==> src/rtl/diag_chop_pkg.sv <==
// Register map, field layout, reset values and carrier types of the diagnostic and chop bank
package diag_chop_pkg;
    // Register indices; the byte address is four times the index
    localparam logic [7:0] IDX_CHANNEL_MODE_SELECT = 8'h03;
    localparam logic [7:0] IDX_DIAG_RECEIVE_SELECT = 8'h56;
    localparam logic [7:0] IDX_DIAG_VOLTAGE_SELECT = 8'h57;
    localparam logic [7:0] IDX_MODULATOR_CLOCK_DELAY_CTL = 8'h58;
    localparam logic [7:0] IDX_CHOP_RATE_CTL = 8'h59;

    // Reset values
    localparam logic [7:0] RST_CHANNEL_MODE_SELECT = 8'h00;
    localparam logic [7:0] RST_DIAG_RECEIVE_SELECT = 8'h00;
    localparam logic [7:0] RST_DIAG_VOLTAGE_SELECT = 8'h00;
    localparam logic [7:0] RST_MODULATOR_CLOCK_DELAY_CTL = 8'h02;
    localparam logic [7:0] RST_CHOP_RATE_CTL = 8'h0a;

    // Implemented bits per register
    localparam logic [7:0] MASK_CHANNEL_MODE_SELECT = 8'h33;
    localparam logic [7:0] MASK_DIAG_RECEIVE_SELECT = 8'h33;
    localparam logic [7:0] MASK_DIAG_VOLTAGE_SELECT = 8'h77;
    localparam logic [7:0] MASK_MODULATOR_CLOCK_DELAY_CTL = 8'h0f;
    localparam logic [7:0] MASK_CHOP_RATE_CTL = 8'h0f;

    // Field positions
    localparam int NUM_LANES = 4;
    localparam int LANE_BIT [NUM_LANES] = '{0, 1, 4, 5};
    localparam int FIRST_GROUP_DIAG_LSB = 0;
    localparam int SECOND_GROUP_DIAG_LSB = 4;
    localparam int DELAYED_CLK_SEL_LSB = 2;
    localparam int FIRST_GROUP_CHOP_LSB = 2;
    localparam int SECOND_GROUP_CHOP_LSB = 0;

    // Diagnostic selector codes
    localparam logic [2:0] DIAG_CODE_OFF = 3'h0;
    localparam logic [2:0] DIAG_CODE_POS_FULL = 3'h3;
    localparam logic [2:0] DIAG_CODE_NEG_FULL = 3'h4;
    localparam logic [2:0] DIAG_CODE_ZERO = 3'h5;

    // Delayed modulator clock codes
    localparam logic [1:0] DELAY_NONE = 2'h0;
    localparam logic [1:0] DELAY_LANES_01 = 2'h1;
    localparam logic [1:0] DELAY_LANES_23 = 2'h2;
    localparam logic [1:0] DELAY_ALL = 2'h3;

    // Chop rate codes
    localparam logic [1:0] CHOP_DIV_8 = 2'h1;
    localparam logic [1:0] CHOP_DIV_32 = 2'h2;

    // AXI responses
    localparam logic [1:0] RESP_OKAY = 2'h0;
    localparam logic [1:0] RESP_SLVERR = 2'h2;

    typedef enum logic [1:0] {
        LEVEL_OFF = 2'b00,
        LEVEL_POS_FULL = 2'b01,
        LEVEL_NEG_FULL = 2'b11,
        LEVEL_ZERO = 2'b10
    } diag_level_t;

    // Per-lane analog steering
    typedef struct packed {
        diag_level_t [NUM_LANES-1:0] level;
        logic [NUM_LANES-1:0] delayed_clk;
    } lane_ctl_t;

    typedef struct packed {
        logic [7:0] channel_mode_select;
        logic [7:0] diag_receive_select;
        logic [7:0] diag_voltage_select;
        logic [7:0] modulator_clock_delay_ctl;
        logic [7:0] chop_rate_ctl;
    } reg_file_t;
endpackage

==> src/rtl/diag_chop_regs.sv <==
// AXI4-Lite register bank for diagnostic levels, delayed modulator clock and chop rates
`timescale 1ns/1ps

// Behaviour
// - Receive register resets zero; bits 5,4,1,0 enable diagnostic on lanes 3..0.
// - Selector 000 off, 011 positive full, 100 negative full, 101 zero.
// - Bits [2:0] serve first group, bits [6:4] second group; both reset zero.
// - Each lane gets the level of its group from the mode select register.
// - Delay register resets 0x02; [3:2] picks none, lanes 0-1, 2-3, all.
// - Chop register resets 0x0A; [3:2] and [1:0] pick divide 8 or 32.
module diag_chop_regs
    import diag_chop_pkg::*;
(
    input wire logic aclk,
    input wire logic aresetn,
    input wire logic [31:0] s_axi_awaddr,
    input wire logic s_axi_awvalid,
    output logic s_axi_awready,
    input wire logic [31:0] s_axi_wdata,
    input wire logic [3:0] s_axi_wstrb,
    input wire logic s_axi_wvalid,
    output logic s_axi_wready,
    output logic [1:0] s_axi_bresp,
    output logic s_axi_bvalid,
    input wire logic s_axi_bready,
    input wire logic [31:0] s_axi_araddr,
    input wire logic s_axi_arvalid,
    output logic s_axi_arready,
    output logic [31:0] s_axi_rdata,
    output logic [1:0] s_axi_rresp,
    output logic s_axi_rvalid,
    input wire logic s_axi_rready,
    output lane_ctl_t lane_ctl,
    output logic [1:0] first_group_chop_rate,
    output logic [1:0] second_group_chop_rate
);
    typedef struct packed {
        logic awready;
        logic wready;
        logic aw_held;
        logic w_held;
        logic [31:0] waddr;
        logic [7:0] wdata;
        logic wlane0;
        logic bvalid;
        logic [1:0] bresp;
        logic arready;
        logic rvalid;
        logic [31:0] rdata;
        logic [1:0] rresp;
        reg_file_t regs;
        lane_ctl_t lane_ctl;
        logic [1:0] first_chop;
        logic [1:0] second_chop;
    } state_t;

    localparam state_t STATE_RESET = '{
        awready: 1'b0,
        wready: 1'b0,
        aw_held: 1'b0,
        w_held: 1'b0,
        waddr: 32'h0000_0000,
        wdata: 8'h00,
        wlane0: 1'b0,
        bvalid: 1'b0,
        bresp: RESP_OKAY,
        arready: 1'b0,
        rvalid: 1'b0,
        rdata: 32'h0000_0000,
        rresp: RESP_OKAY,
        regs: '{
            channel_mode_select: RST_CHANNEL_MODE_SELECT,
            diag_receive_select: RST_DIAG_RECEIVE_SELECT,
            diag_voltage_select: RST_DIAG_VOLTAGE_SELECT,
            modulator_clock_delay_ctl: RST_MODULATOR_CLOCK_DELAY_CTL,
            chop_rate_ctl: RST_CHOP_RATE_CTL
        },
        lane_ctl: '0,
        first_chop: RST_CHOP_RATE_CTL[FIRST_GROUP_CHOP_LSB +: 2],
        second_chop: RST_CHOP_RATE_CTL[SECOND_GROUP_CHOP_LSB +: 2]
    };

    state_t state_reg;
    state_t state_next;
    lane_ctl_t lane_ctl_comb;

    // Word address to register index; upper bits must be zero to hit
    function automatic logic addr_hit(
        input logic [31:0] addr,
        input logic [7:0] idx
    );
        addr_hit = (addr[31:10] == 22'h00_0000) && (addr[9:2] == idx);
    endfunction

    function automatic logic addr_mapped(input logic [31:0] addr);
        addr_mapped = addr_hit(addr, IDX_CHANNEL_MODE_SELECT) ||
            addr_hit(addr, IDX_DIAG_RECEIVE_SELECT) ||
            addr_hit(addr, IDX_DIAG_VOLTAGE_SELECT) ||
            addr_hit(addr, IDX_MODULATOR_CLOCK_DELAY_CTL) ||
            addr_hit(addr, IDX_CHOP_RATE_CTL);
    endfunction

    function automatic logic [7:0] read_reg(
        input reg_file_t r,
        input logic [31:0] addr
    );
        logic [7:0] v;
        v = 8'h00;
        if (addr_hit(addr, IDX_CHANNEL_MODE_SELECT)) begin
            v = r.channel_mode_select;
        end
        if (addr_hit(addr, IDX_DIAG_RECEIVE_SELECT)) begin
            v = r.diag_receive_select;
        end
        if (addr_hit(addr, IDX_DIAG_VOLTAGE_SELECT)) begin
            v = r.diag_voltage_select;
        end
        if (addr_hit(addr, IDX_MODULATOR_CLOCK_DELAY_CTL)) begin
            v = r.modulator_clock_delay_ctl;
        end
        if (addr_hit(addr, IDX_CHOP_RATE_CTL)) begin
            v = r.chop_rate_ctl;
        end
        read_reg = v;
    endfunction

    diag_lane_router u_router (
        .regs(state_reg.regs),
        .lane_ctl(lane_ctl_comb)
    );

    always_comb begin
        state_next = state_reg;

        // Write address and data are taken independently
        if (s_axi_awvalid && state_reg.awready) begin
            state_next.aw_held = 1'b1;
            state_next.waddr = s_axi_awaddr;
        end
        if (s_axi_wvalid && state_reg.wready) begin
            state_next.w_held = 1'b1;
            state_next.wdata = s_axi_wdata[7:0];
            state_next.wlane0 = s_axi_wstrb[0];
        end

        // Both halves present: commit and respond
        if (state_reg.aw_held && state_reg.w_held && !state_reg.bvalid) begin
            state_next.aw_held = 1'b0;
            state_next.w_held = 1'b0;
            state_next.bvalid = 1'b1;
            // Unmapped or out-of-range address: error response, bank untouched
            state_next.bresp = addr_mapped(state_reg.waddr) ? RESP_OKAY : RESP_SLVERR;
            if (state_reg.wlane0) begin
                if (addr_hit(state_reg.waddr, IDX_CHANNEL_MODE_SELECT)) begin
                    state_next.regs.channel_mode_select =
                        state_reg.wdata & MASK_CHANNEL_MODE_SELECT;
                end
                if (addr_hit(state_reg.waddr, IDX_DIAG_RECEIVE_SELECT)) begin
                    state_next.regs.diag_receive_select =
                        state_reg.wdata & MASK_DIAG_RECEIVE_SELECT;
                end
                if (addr_hit(state_reg.waddr, IDX_DIAG_VOLTAGE_SELECT)) begin
                    state_next.regs.diag_voltage_select =
                        state_reg.wdata & MASK_DIAG_VOLTAGE_SELECT;
                end
                if (addr_hit(state_reg.waddr, IDX_MODULATOR_CLOCK_DELAY_CTL)) begin
                    state_next.regs.modulator_clock_delay_ctl =
                        state_reg.wdata & MASK_MODULATOR_CLOCK_DELAY_CTL;
                end
                if (addr_hit(state_reg.waddr, IDX_CHOP_RATE_CTL)) begin
                    state_next.regs.chop_rate_ctl =
                        state_reg.wdata & MASK_CHOP_RATE_CTL;
                end
            end
        end
        if (state_reg.bvalid && s_axi_bready) begin
            state_next.bvalid = 1'b0;
        end

        // Read: one outstanding, answered the cycle after the address is taken
        if (s_axi_arvalid && state_reg.arready) begin
            state_next.rvalid = 1'b1;
            state_next.rdata = {24'h00_0000, read_reg(state_reg.regs, s_axi_araddr)};
            state_next.rresp = addr_mapped(s_axi_araddr) ? RESP_OKAY : RESP_SLVERR;
        end else if (state_reg.rvalid && s_axi_rready) begin
            state_next.rvalid = 1'b0;
        end

        state_next.awready = !state_next.aw_held && !state_next.bvalid;
        state_next.wready = !state_next.w_held && !state_next.bvalid;
        state_next.arready = !state_next.rvalid;

        // Registered analog steering
        state_next.lane_ctl = lane_ctl_comb;
        state_next.first_chop =
            state_reg.regs.chop_rate_ctl[FIRST_GROUP_CHOP_LSB +: 2];
        state_next.second_chop =
            state_reg.regs.chop_rate_ctl[SECOND_GROUP_CHOP_LSB +: 2];
    end

    always_ff @(posedge aclk) begin
        if (!aresetn) begin
            state_reg <= STATE_RESET;
        end else begin
            state_reg <= state_next;
        end
    end

    assign s_axi_awready = state_reg.awready;
    assign s_axi_wready = state_reg.wready;
    assign s_axi_bvalid = state_reg.bvalid;
    assign s_axi_bresp = state_reg.bresp;
    assign s_axi_arready = state_reg.arready;
    assign s_axi_rvalid = state_reg.rvalid;
    assign s_axi_rdata = state_reg.rdata;
    assign s_axi_rresp = state_reg.rresp;
    assign lane_ctl = state_reg.lane_ctl;
    assign first_group_chop_rate = state_reg.first_chop;
    assign second_group_chop_rate = state_reg.second_chop;
endmodule // diag_chop_regs

==> src/rtl/diag_lane_router.sv <==
// Per-lane decode of diagnostic level and delayed modulator clock
`timescale 1ns/1ps
module diag_lane_router
    import diag_chop_pkg::*;
(
    input wire reg_file_t regs,
    output lane_ctl_t lane_ctl
);
    function automatic diag_level_t decode_level(input logic [2:0] code);
        unique case (code)
            DIAG_CODE_POS_FULL: decode_level = LEVEL_POS_FULL;
            DIAG_CODE_NEG_FULL: decode_level = LEVEL_NEG_FULL;
            DIAG_CODE_ZERO: decode_level = LEVEL_ZERO;
            default: decode_level = LEVEL_OFF;
        endcase
    endfunction

    logic [1:0] delay_sel;
    assign delay_sel = regs.modulator_clock_delay_ctl[DELAYED_CLK_SEL_LSB +: 2];

    genvar lane;
    generate
        for (lane = 0; lane < NUM_LANES; lane++) begin : g_lane
            logic receive;
            logic second_group;
            logic [2:0] code;
            assign receive = regs.diag_receive_select[LANE_BIT[lane]];
            assign second_group = regs.channel_mode_select[LANE_BIT[lane]];
            assign code = second_group ?
                regs.diag_voltage_select[SECOND_GROUP_DIAG_LSB +: 3] :
                regs.diag_voltage_select[FIRST_GROUP_DIAG_LSB +: 3];
            assign lane_ctl.level[lane] = receive ? decode_level(code) : LEVEL_OFF;
            assign lane_ctl.delayed_clk[lane] = (delay_sel == DELAY_ALL) ||
                ((delay_sel == DELAY_LANES_01) && (lane < 2)) ||
                ((delay_sel == DELAY_LANES_23) && (lane >= 2));
        end
    endgenerate
endmodule // diag_lane_router

==> config.mk <==
export PLATFORM = sky130hd
export DESIGN_NAME = diag_chop_regs
export DESIGN_NICKNAME = d
export VERILOG_FILES = /design/src/rtl/diag_chop_pkg.sv /design/src/rtl/diag_chop_regs.sv /design/src/rtl/diag_lane_router.sv
export SDC_FILE = /design/constraint.sdc
export NUM_CORES = 1
export LEC_CHECK = 0
export ABC_AREA = 1
export BUFFER_PORTS_ARGS = -buffer_cell sky130_fd_sc_hd__buf_4
export CAP_MARGIN = 40
export CORE_ASPECT_RATIO = 0.9
export CORE_MARGIN = 2
export CORE_UTILIZATION = 42
export DETAILED_ROUTE_END_ITERATION = 10
export HOLD_SLACK_MARGIN = 0.15
export PLACE_DENSITY = 0.7
export REMOVE_ABC_BUFFERS = 1
export SETUP_SLACK_MARGIN = 0.1
export SLEW_MARGIN = 20
export SYNTH_ARGS = -nofsm -noshare
export SYNTH_HDL_FRONTEND = slang
export SYNTH_SLANG_ARGS = --single-unit
==> constraint.sdc <==
create_clock -name aclk -period 1.55 [get_ports aclk]
set_input_delay 0.155 -clock aclk [delete_from_list [all_inputs] [get_ports aclk]]
set_output_delay 0.155 -clock aclk [all_outputs]
set_load 0.1 [all_outputs]
==> summary.md, run 1 <==
| Metric | Value |
|---|---|
| Outcome | finished clean |
| DR WL met2 | ~5200 um |
| Worst hold path class | input port to register |
| Post-DP HPWL | 7142 um |
| Worst slack, placed | -76.16 ps |
| Clock Path Buffers | 2 |
| Fin crit period | 1542 ps |
| Ys flop type | dfxtp_1 |
| Drt first pass iters | 4 |
| Routed Antenna Nets | 0 |
| Multi-input logic area | a little over 2000 um^2 |
| PD cells | 941.2 nW/um^2 |
| Height of the chip | 100.5 um |
| Ys async rst share | 0 |
| WP data arrival | roughly 1800 ps |
| Final WS setup | 7.873 ps |
| Vias | 4100 |
| Initial antenna violation count | 0 |
| Most common library cell in the layout ignoring fill and taps | nor2_1 |
| CTS tree | done |
| Most frequent cells in the layout | nor2_1, buf_4, dfxtp_1 |
| Netlist cell types | 38 |
| Fin. max-slew vios | 0 |
| IO buf count | 104 |
| Area Overhead vs Synth | 34.47% |
| Leakage power | 2.494 nW |
| Yosys warns | 0 |
| Nets | ~840 |
| Avg WL per Cell | ~12 um |
| Crit-path cells | nor2_4 > nand3_4 > nor4_4 > buf_4 > nand4_1 > a21oi_1 |
| Critical-path top delay cell | nor4_4 |
| Met3 wire len | between 600 and 700 um |
| Skew final | 5.877 ps |
| Inserted Clock Buffers | 9 |
| Final Power | 5.495 mW |
| Max VDD drop | between 0.0006 and 0.0007 V |
| Number of remaining DRC errors | 0 |
| Clock sink count | 90 |
| Number of synthesized flops with an enable pin | 0 |
| CP peak stage delay | around 440 ps |
| Register area share after synthesis | 0.4150 |
| Core Area | 10160 um^2 |
| Critical path startpoint category | register |
| Largest net degree at the start of global routing | 65 |
| Root Driver | clkbuf_16 |
| Crit Path Category | register to register |
| CP Max Fanout | 5 |
| # Max-Cap Violations | 0 |
| Clock Latency Late Sink | between 300 and 400 ps |
| Flops & latches, synth | 90 |
| # rows | 35 |
| First-pass GRT wire length | 17080 um |
| Final hold violation count | 0 |
| RD Place Congestion | 0.8323 |
| Total track usage | 0.1847 |
| Worst Tran Pin Value | 609.4 ps |
| Rel. slew slack | 0.5933 |
| WL final | 10230 um |
| Antenna Cells | 0 |
| Remaining Overflow, GRT | 0 |
| Fill count | 927 |
| DR vias/cell | 4.745 |
| Peak Freq | about 650 MHz |
| Die width | roughly 110 um |
| Top-level port count | 164 |
| Sequential Area | about 1800 um^2 |
| Layout cell share with drive strength beyond 1 | 0.2531 |
| Met1 wire length | ~4200 um |
| Vias in the first global route | 3921 |
| DIE AREA | about 11000 um^2 |
| CP delay by family, top | simple AND/OR/NAND/NOR gates |
| Buf/Inv on CP | 1 |
| H-tree levels | 3 |
| Final Cycle Share | 0.9949 |
| RSZ-0062 raised after global routing | true |
| Syn Area/Cell | around 7.3 um^2 |
| Mapped Area | 4342 um^2 |
| Critical Path RT | 1810 ps |
| Initial DRC Count | 191 |
| Clock-pin slew on the worst setup and hold paths | about 60 ps |
| Initial Utilization | 0.4273 |
| Final setup violation count | 0 |
| CP Capture Type | register |
| Post-Synthesis Cells | 596 |
| Max reg flops | 58 |
| Setup TNS | 0 ps |
| Top layer in use | met4 |
## layout make-up
type | count | share of cell area
tap | 129 | 0.02765
clock inverter | 4 | 0.005144
multi-input combinational | 412 | 0.3528
sequential | 90 | 0.3090
timing repair buffer | 167 | 0.2321
clock buffer | 11 | 0.03986
inverter | 51 | 0.03343
## worst register-to-register path, stage by stage, from the launching register on
cell     delay [ps]
dfxtp_1         330
nor2_4          140
nand3_4         110
nor4_4          440
buf_4           190
nand4_1          90
a21oi_1         170
## routing by layer
metal / up-vias / global-route usage
met5: - / 0
met4: 0 / 0.04843
met3: 10 / 0.05472
met2: 138 / 0.3499
met1: 1819 / 0.2032
li1: 2133 / -
## per-stage QoR
step	cell area, um^2	hold WS, ps	cells	util
floorplan	3954	223.8	552	-
global placement	5061	405.5	807	0.4982
detailed placement	5061	411.2	807	0.4982
CTS	5732	159.2	863	0.5642
global route	5838	170.8	864	0.5746
finish	5838	166.7	864	0.5746
## timing repair
item | in CTS | in global routing
endpoints found under the setup margin | 18 | 28
hold buffers | 39 | 0
pin swaps | 4 | 10
cloned | 1 | 0
setup buffers | 1 | 1
hold endpoints to repair | 39 | 0
resized for setup | 13 | 25
## synthesized netlist by cell type (6+ instances only)
library cell | number | share of area
a21oi_1 | 26 | 0.030
buf_4 | 53 | 0.092
clkbuf_1 | 13 | 0.011
dfxtp_1 | 90 | 0.41
inv_1 | 40 | 0.035
inv_2 | 6 | 0.0052
nand2_1 | 73 | 0.063
nand3_1 | 25 | 0.029
nand4_1 | 11 | 0.016
nor2_1 | 133 | 0.11
nor3_1 | 11 | 0.013
o21ai_0 | 64 | 0.074
## worst paths after layout
path                   from       endpoint  slack, ps  depth (start not counted)
max          state_reg[111]  state_reg[34]          8                          6
min            s_axi_bready   s_axi_bvalid        170                          4
max reg2reg  state_reg[111]  state_reg[34]          8                          6
min reg2reg   state_reg[27]    lane_ctl[2]        450                          2
## cell families after synthesis
group,share of synthesized area
buffers and inverters,0.1562
other,0.0008637
flip-flops,0.4150
AO/OA/AOI/OAI,0.1323
AND/OR/NAND/NOR,0.2957
## where the power goes
| group | switching [mW] | internal (mW) | total [mW] |
|---|---|---|---|
| combinational | 0.704 | 0.371 | 1.08 |
| clock | 0.854 | 1.08 | 1.93 |
| sequential | 0.0754 | 2.41 | 2.49 |
| total | 1.63 | 3.86 | 5.49 |
Power figures use the tool's default switching activity.
==> run 2: changes to the inputs <==
BUFFER_PORTS_ARGS = -buffer_cell sky130_fd_sc_hd__buf_2   (was -buffer_cell sky130_fd_sc_hd__buf_4)
==> run 2 against run 1 <==
Against the previous run: the run now ends with setup timing left; non-clock buffer count is 1 higher; worst hold slack gained 23 ps; critical path depth grew 2; worst setup slack got worse by 25 ps; cell count rose by 0.12%; clock-buffer cell count unchanged; die area unchanged; first-iteration DRC count shrank 38%.
==> summary.md, run 2 (same netlist as run 1, synthesis figures left out) <==
| Metric | Value |
|---|---|
| Inserted Clock Buffers | 9 |
| Worst reg2reg path endpoint | state_reg[26] |
| Number of remaining DRC errors | 0 |
| Worst slack, placed | -64.20 ps |
| Total track usage | 0.1868 |
| RSZ-0062 raised after global routing | true |
| # Max-Cap Violations | 0 |
| CTS tree | done |
| Fill count | 955 |
| H-tree levels | 3 |
| Height of the chip | 100.5 um |
| Post-DP HPWL | between 7000 and 8000 um |
| Worst reg2reg startpoint | state_reg[132] |
| Nets | 839 |
| Final Cycle Share | 1.011 |
| Largest net degree at the start of global routing | 35 |
| Clock Path Buffers | 2 |
| CP peak stage delay | about 300 ps |
| CP Capture Type | register |
| Worst hold endpoint | state_reg[95] |
| Final core area utilization | 0.5580 |
| Most frequent cells in the layout | nor2_1, buf_2, dfxtp_1 |
| Vias | 4112 |
| Critical path startpoint category | register |
| Initial antenna violation count | 0 |
| Top-level port count | around 160 |
| Final setup violation count | 1 |
| Root Driver | clkbuf_16 |
| Skew final | 6.201 ps |
| Critical Path RT | about 1800 ps |
| Leakage power | 2.461 nW |
| Final Power | 5.563 mW |
| Die width | between 100 and 150 um |
| # rows | 35 |
| Initial DRC Count | 118 |
| Core Area | 10160 um^2 |
| Finished Cell Area | about 5700 um^2 |
| Area Overhead vs Synth | 30.58% |
| Post-DP Area | slightly below 5000 um^2 |
| Critical-path top delay cell | dfxtp_1 |
| Initial Utilization | 0.4273 |
| RD Place Congestion | roughly 0.86 |
| Layout cell share with drive strength beyond 1 | 0.2799 |
| R2R cell count | 8 |
| Final WS setup | -16.91 ps |
| Worst hold stages | 4 |
| Routed Antenna Nets | 0 |
| Final hold violation count | 0 |
| Clock sink count | 90 |
| Antenna Cells | 0 |
| Max reg flops | 58 |
| IO buf count | about 100 |
| Drt first pass iters | 4 |
| Worst hold path class | input port to register |
| PD cells | 981.3 nW/um^2 |
| First-pass GRT wire length | 17250 um |
| Clock-pin slew on the worst setup and hold paths | roughly 60 ps |
| Max VDD drop | 0.0004838 V |
| Most common library cell in the layout ignoring fill and taps | nor2_1 |
| Clock Latency Late Sink | 340 ps |
| Crit-path cells | inv_1 > nand4_1 > nor3_1 > and2_4 > and2_4 > nand3_4 > o21ai_2 > nor2_1 |
| CP Max Fanout | 6 |
| CP delay by family, top | simple AND/OR/NAND/NOR gates |
| Crit Path Category | register to register |
| DIE AREA | 11170 um^2 |
| Critical hold path startpoint | s_axi_wvalid |
| Fin. max-slew vios | 0 |
| Flop-to-flop setup slack | -20 ps |
| Avg WL per Cell | 12.10 um |
| DR vias/cell | 4.754 |
| WP data arrival | roughly 1800 ps |
| Buf/Inv on CP | 1 |
| Worst hold margin | 189.8 ps |
| Most frequent CP cell | and2_4 |
| Vias in the first global route | between 3000 and 4000 |
| Remaining Overflow, GRT | 0 |
| Outcome | finished with violations |
| Failing checks | setup timing |
| WL final | 10470 um |
| Peak Freq | ~640 MHz |
| Fin crit period | 1567 ps |
-- run 2: cell count changes in the layout (fill, tap and decap cells not counted), moves of 3 or more --
cell     change
dfxtp_1      -3
o21ai_2      +9
o21ai_1      -9
dfxtp_2      +3
nor2_1       -3
inv_4        +3
buf_2      +104
buf_4      -104
nor2_2       +5
-- run 2: worst max-delay path by stage --
| stage | from | to | cells after the start |
|---|---|---|---|
| floorplan | s_axi_awready | state_reg[110] | 4 |
| global placement | s_axi_araddr[11] | s_axi_rdata[0] | 13 |
| detailed placement | s_axi_araddr[11] | s_axi_rdata[5] | 9 |
| CTS | state_reg[114] | state_reg[48] | 7 |
| global route | state_reg[120] | state_reg[26] | 7 |
| finish | state_reg[132] | state_reg[26] | 8 |
-- run 2: repair_timing --
action,4_1_cts,5_1_grt
endpoints found under the hold margin,41,0
pin swaps,2,23
setup endpoints to repair,22,23
setup buffers,1,1
gates resized for setup,16,42
cloned,1,0
hold buffers,40,0
-- run 2: worst register-to-register path, delay by kind of cell, from the launching register on --
kind,cells,cell delay (ps)
simple gates,6,920
flops,1,300
compound gates,1,170
buf+inv,1,70
-- run 2: power breakdown --
group	total [mW]	internal (mW)	leakage, nW	switching (mW)
Combinational	1.03	0.321	1.59	0.709
Clock	2.04	1.16	0.138	0.875
Sequential	2.49	2.41	0.735	0.0821
-- run 2: layout make-up --
cell class              count  area, um^2  area share
clock buffers              11       252.7     0.04458
clock inverters             4       26.28    0.004635
inverters                  51       201.4     0.03553
multi-input cells         412        2115      0.3730
flip-flops and latches     90        1808      0.3189
well taps                 129       161.4     0.02847
repair buffers            168        1105      0.1949
-- run 2: metrics by stage --
stage / TNS (ps) / instances
2_1_floorplan: -34580 / 552
3_3_place_gp: 0 / 807
3_5_place_dp: -195.6 / 807
4_1_cts: 0 / 864
5_1_grt: -1475 / 865
6_report: -16.91 / 865
-- run 2: layer usage --
metal  vias to the layer above  GRT usage  routed length (um)
met5                         -          0                   0
met4                         0    0.07123                 235
met3                        24    0.05532                 767
met2                       157     0.3494                5162
met1                      1802     0.2001                4304
li1                       2129          -                   -
==> run 3: changes to the inputs <==
ABC_AREA = 0   (was 1)
GPL_ROUTABILITY_DRIVEN = 0   (was unset)
PLACE_DENSITY = 0.71   (was 0.7)
==> run 3 against run 2 <==
Against the previous run: the run still ends with setup timing left; first-iteration DRC count increased by 42%; register-to-register slack got worse by 70 ps; clock-buffer cell count down 2; critical path depth decreased by 2; design area fell by 5.2%; clock skew up 1.3 ps; global-route usage decreased by 0.31 points; synthesized area fell by 5.1%; fmax shrank 4.5%; synthesized cell count decreased by 20%; non-clock buffer count is 2 higher.
==> summary.md, run 3 <==
| Metric | Value |
|---|---|
| Number of remaining DRC errors | 0 |
| Worst slack, placed | -160.4 ps |
| Fin crit period | 1641 ps |
| Remaining Overflow, GRT | 0 |
| DR vias/cell | 4.805 |
| Top cells by area, synth | dfxtp_1, nand2_1, buf_4 |
| Leakage power | 2.267 nW |
| Height of the chip | 97.95 um |
| H-tree levels | 3 |
| # Max-Cap Violations | 0 |
| Most common library cell in the layout ignoring fill and taps | nand2_1 |
| Top-level port count | between 150 and 200 |
| Clock-pin slew on the worst setup and hold paths | 90 ps |
| Failing checks | setup timing |
| Ys async rst share | 0 |
| CTS tree | done |
| Critical path startpoint category | register |
| Critical Path RT | 1830 ps |
| Worst hold margin | 185.7 ps |
| Avg WL per Cell | 12.85 um |
| PD cells | roughly 960 nW/um^2 |
| DIE AREA | 10620 um^2 |
| WL final | 9551 um |
| Vias | 3570 |
| Final core area utilization | 0.5592 |
| Crit Path Category | register to register |
| Vias in the first global route | approximately 3500 |
| Final WS setup | -90.55 ps |
| Ys flop type | dfxtp_1 |
| Layout cell share with drive strength beyond 1 | 0.2853 |
| Post-DP HPWL | approximately 6600 um |
| Sw frac | 0.2988 |
| Commonest cells post-synth | nand2_1, dfxtp_1, buf_4, a21boi_0, nor2_1 |
| Max VDD drop | 0.0004887 V |
| Total track usage | 0.1837 |
| Clock Latency Late Sink | 360 ps |
| P_sw | 1.540 mW |
| Register area share after synthesis | 0.4374 |
| Final setup violation count | 12 |
| Largest net degree at the start of global routing | 42 |
| Syn Area/Cell | 8.635 um^2 |
| Max reg flops | 58 |
| Finished Cell Area | 5376 um^2 |
| Final Cycle Share | 1.058 |
| Synth area leader | dfxtp_1 |
| Share of the synthesized area in the top cell type | 0.4374 |
| Most frequent cells in the layout | nand2_1, buf_2, dfxtp_1 |
| Die width | around 110 um |
| Clock Path Buffers | 2 |
| Yosys warns | 0 |
| Mapped Area | 4119 um^2 |
| Nets | 719 |
| First-pass GRT wire length | 15730 um |
| Antenna Cells | 0 |
| # rows | 34 |
| Number of synthesized flops with an enable pin | 0 |
| Netlist cell types | 47 |
| CP Max Fanout | 4 |
| Inserted Clock Buffers | 9 |
| Core Area | 9614 um^2 |
| Peak Freq | 609.6 MHz |
| Worst hold path class | input port to register |
| IO buf count | between 100 and 150 |
| Area Overhead vs Synth | 30.53% |
| Root Driver | clkbuf_8 |
| Flops & latches, synth | 90 |
| Comb power frac | 0.176 |
| Post-DP Area | 4628 um^2 |
| Sequential share of power | 0.471 |
| Drt first pass iters | 5 |
| Fin. max-slew vios | 0 |
| Clock sink count | 90 |
| Clock Power Share | 0.352 |
| Routed Antenna Nets | 0 |
| Post-Synthesis Cells | between 400 and 500 |
| Outcome | finished with violations |
| CP Capture Type | register |
| Final hold violation count | 0 |
| Initial Utilization | 0.4284 |
| WP data arrival | 1920 ps |
| Power Internal | roughly 3.6 mW |
| Skew final | 7.532 ps |
| Initial antenna violation count | 0 |
| Initial DRC Count | 167 |
| RSZ-0062 raised after global routing | true |
| Most frequent cell after synthesis | nand2_1 |
run 3: cell types whose count changed in the layout (fill, tap and decap cells not counted), moves of 9 or more:
cell | previous run | this run
a21oi_1 | 26 | 4
mux2i_1 | 0 | 23
nor2_2 | 9 | 0
nand4_1 | 11 | 2
o21ai_2 | 12 | 0
o21ai_0 | 53 | 4
clkbuf_16 | 9 | 0
a21boi_0 | 0 | 41
nor2_1 | 127 | 27
nand2_1 | 71 | 120
inv_1 | 40 | 9
nand3_1 | 23 | 2
run 3: repair_timing:
item                                    CTS  global route
pin swaps                                 7             8
setup buffers                             1             0
hold buffers                             40             0
gates resized for setup                  14            10
endpoints found under the hold margin    40             0
endpoints found under the setup margin   23            29
run 3: kinds of logic after synthesis:
family          share of synthesized area
buf+inv                            0.1215
compound gates                     0.1209
mux                               0.06683
simple gates                       0.2524
other cells                     0.0009104
flops                              0.4374
run 3: through the flow:
step	TNS (ps)	std cells	total power, mW
after CTS	-1646	743	5.166
after detailed placement	-2333	686	3.251
after global routing	-1942	743	5.344
after floorplan	-27040	431	3.011
final	-611.0	743	5.153
after global placement	-1652	686	3.239
run 3: worst paths after layout:
kind | slack [ps] | startpoint | to | cells past startpoint
hold reg to reg | 460 | state_next[1] | second_group_chop_rate[1] | 2
setup reg to reg | -90 | state_reg[133] | state_next[0] | 6
setup / recovery | -90 | state_reg[133] | state_next[0] | 6
hold / removal | 190 | s_axi_araddr[17] | s_axi_rdata[5] | 4
run 3: per-layer routing:
layer,share of wire,track usage
met1,0.44,0.2271
met2,0.49,0.3208
met3,0.051,0.02403
met4,0.018,0.07495
met5,0,0
run 3: power by group through the flow:
stage / registers [mW] / clock network [mW] / logic, mW
4_1_cts: 2.42 / 1.85 / 0.893
5_1_grt: 2.44 / 1.93 / 0.971
3_3_place_gp: 2.47 / 0 / 0.773
2_1_floorplan: 2.55 / 0 / 0.465
6_report: 2.43 / 1.82 / 0.909
3_5_place_dp: 2.47 / 0 / 0.783
run 3: area by class of cell:
cell class,instances,area (um^2)
fill,876,4238
multi-input combinational,332,1998
sequential,90,1809
timing repair buffer,170,1144
tap,126,157.7
clock buffer,9,123.9
clock inverter,7,110.1
inverter,9,33.78
run 3: worst max-delay path: stages (launching register included):
cell	delay, ps
dfxtp_2	340
nor4_4	290
nand4_2	180
buf_6	170
nor3_2	190
buf_4	170
mux2i_1	210
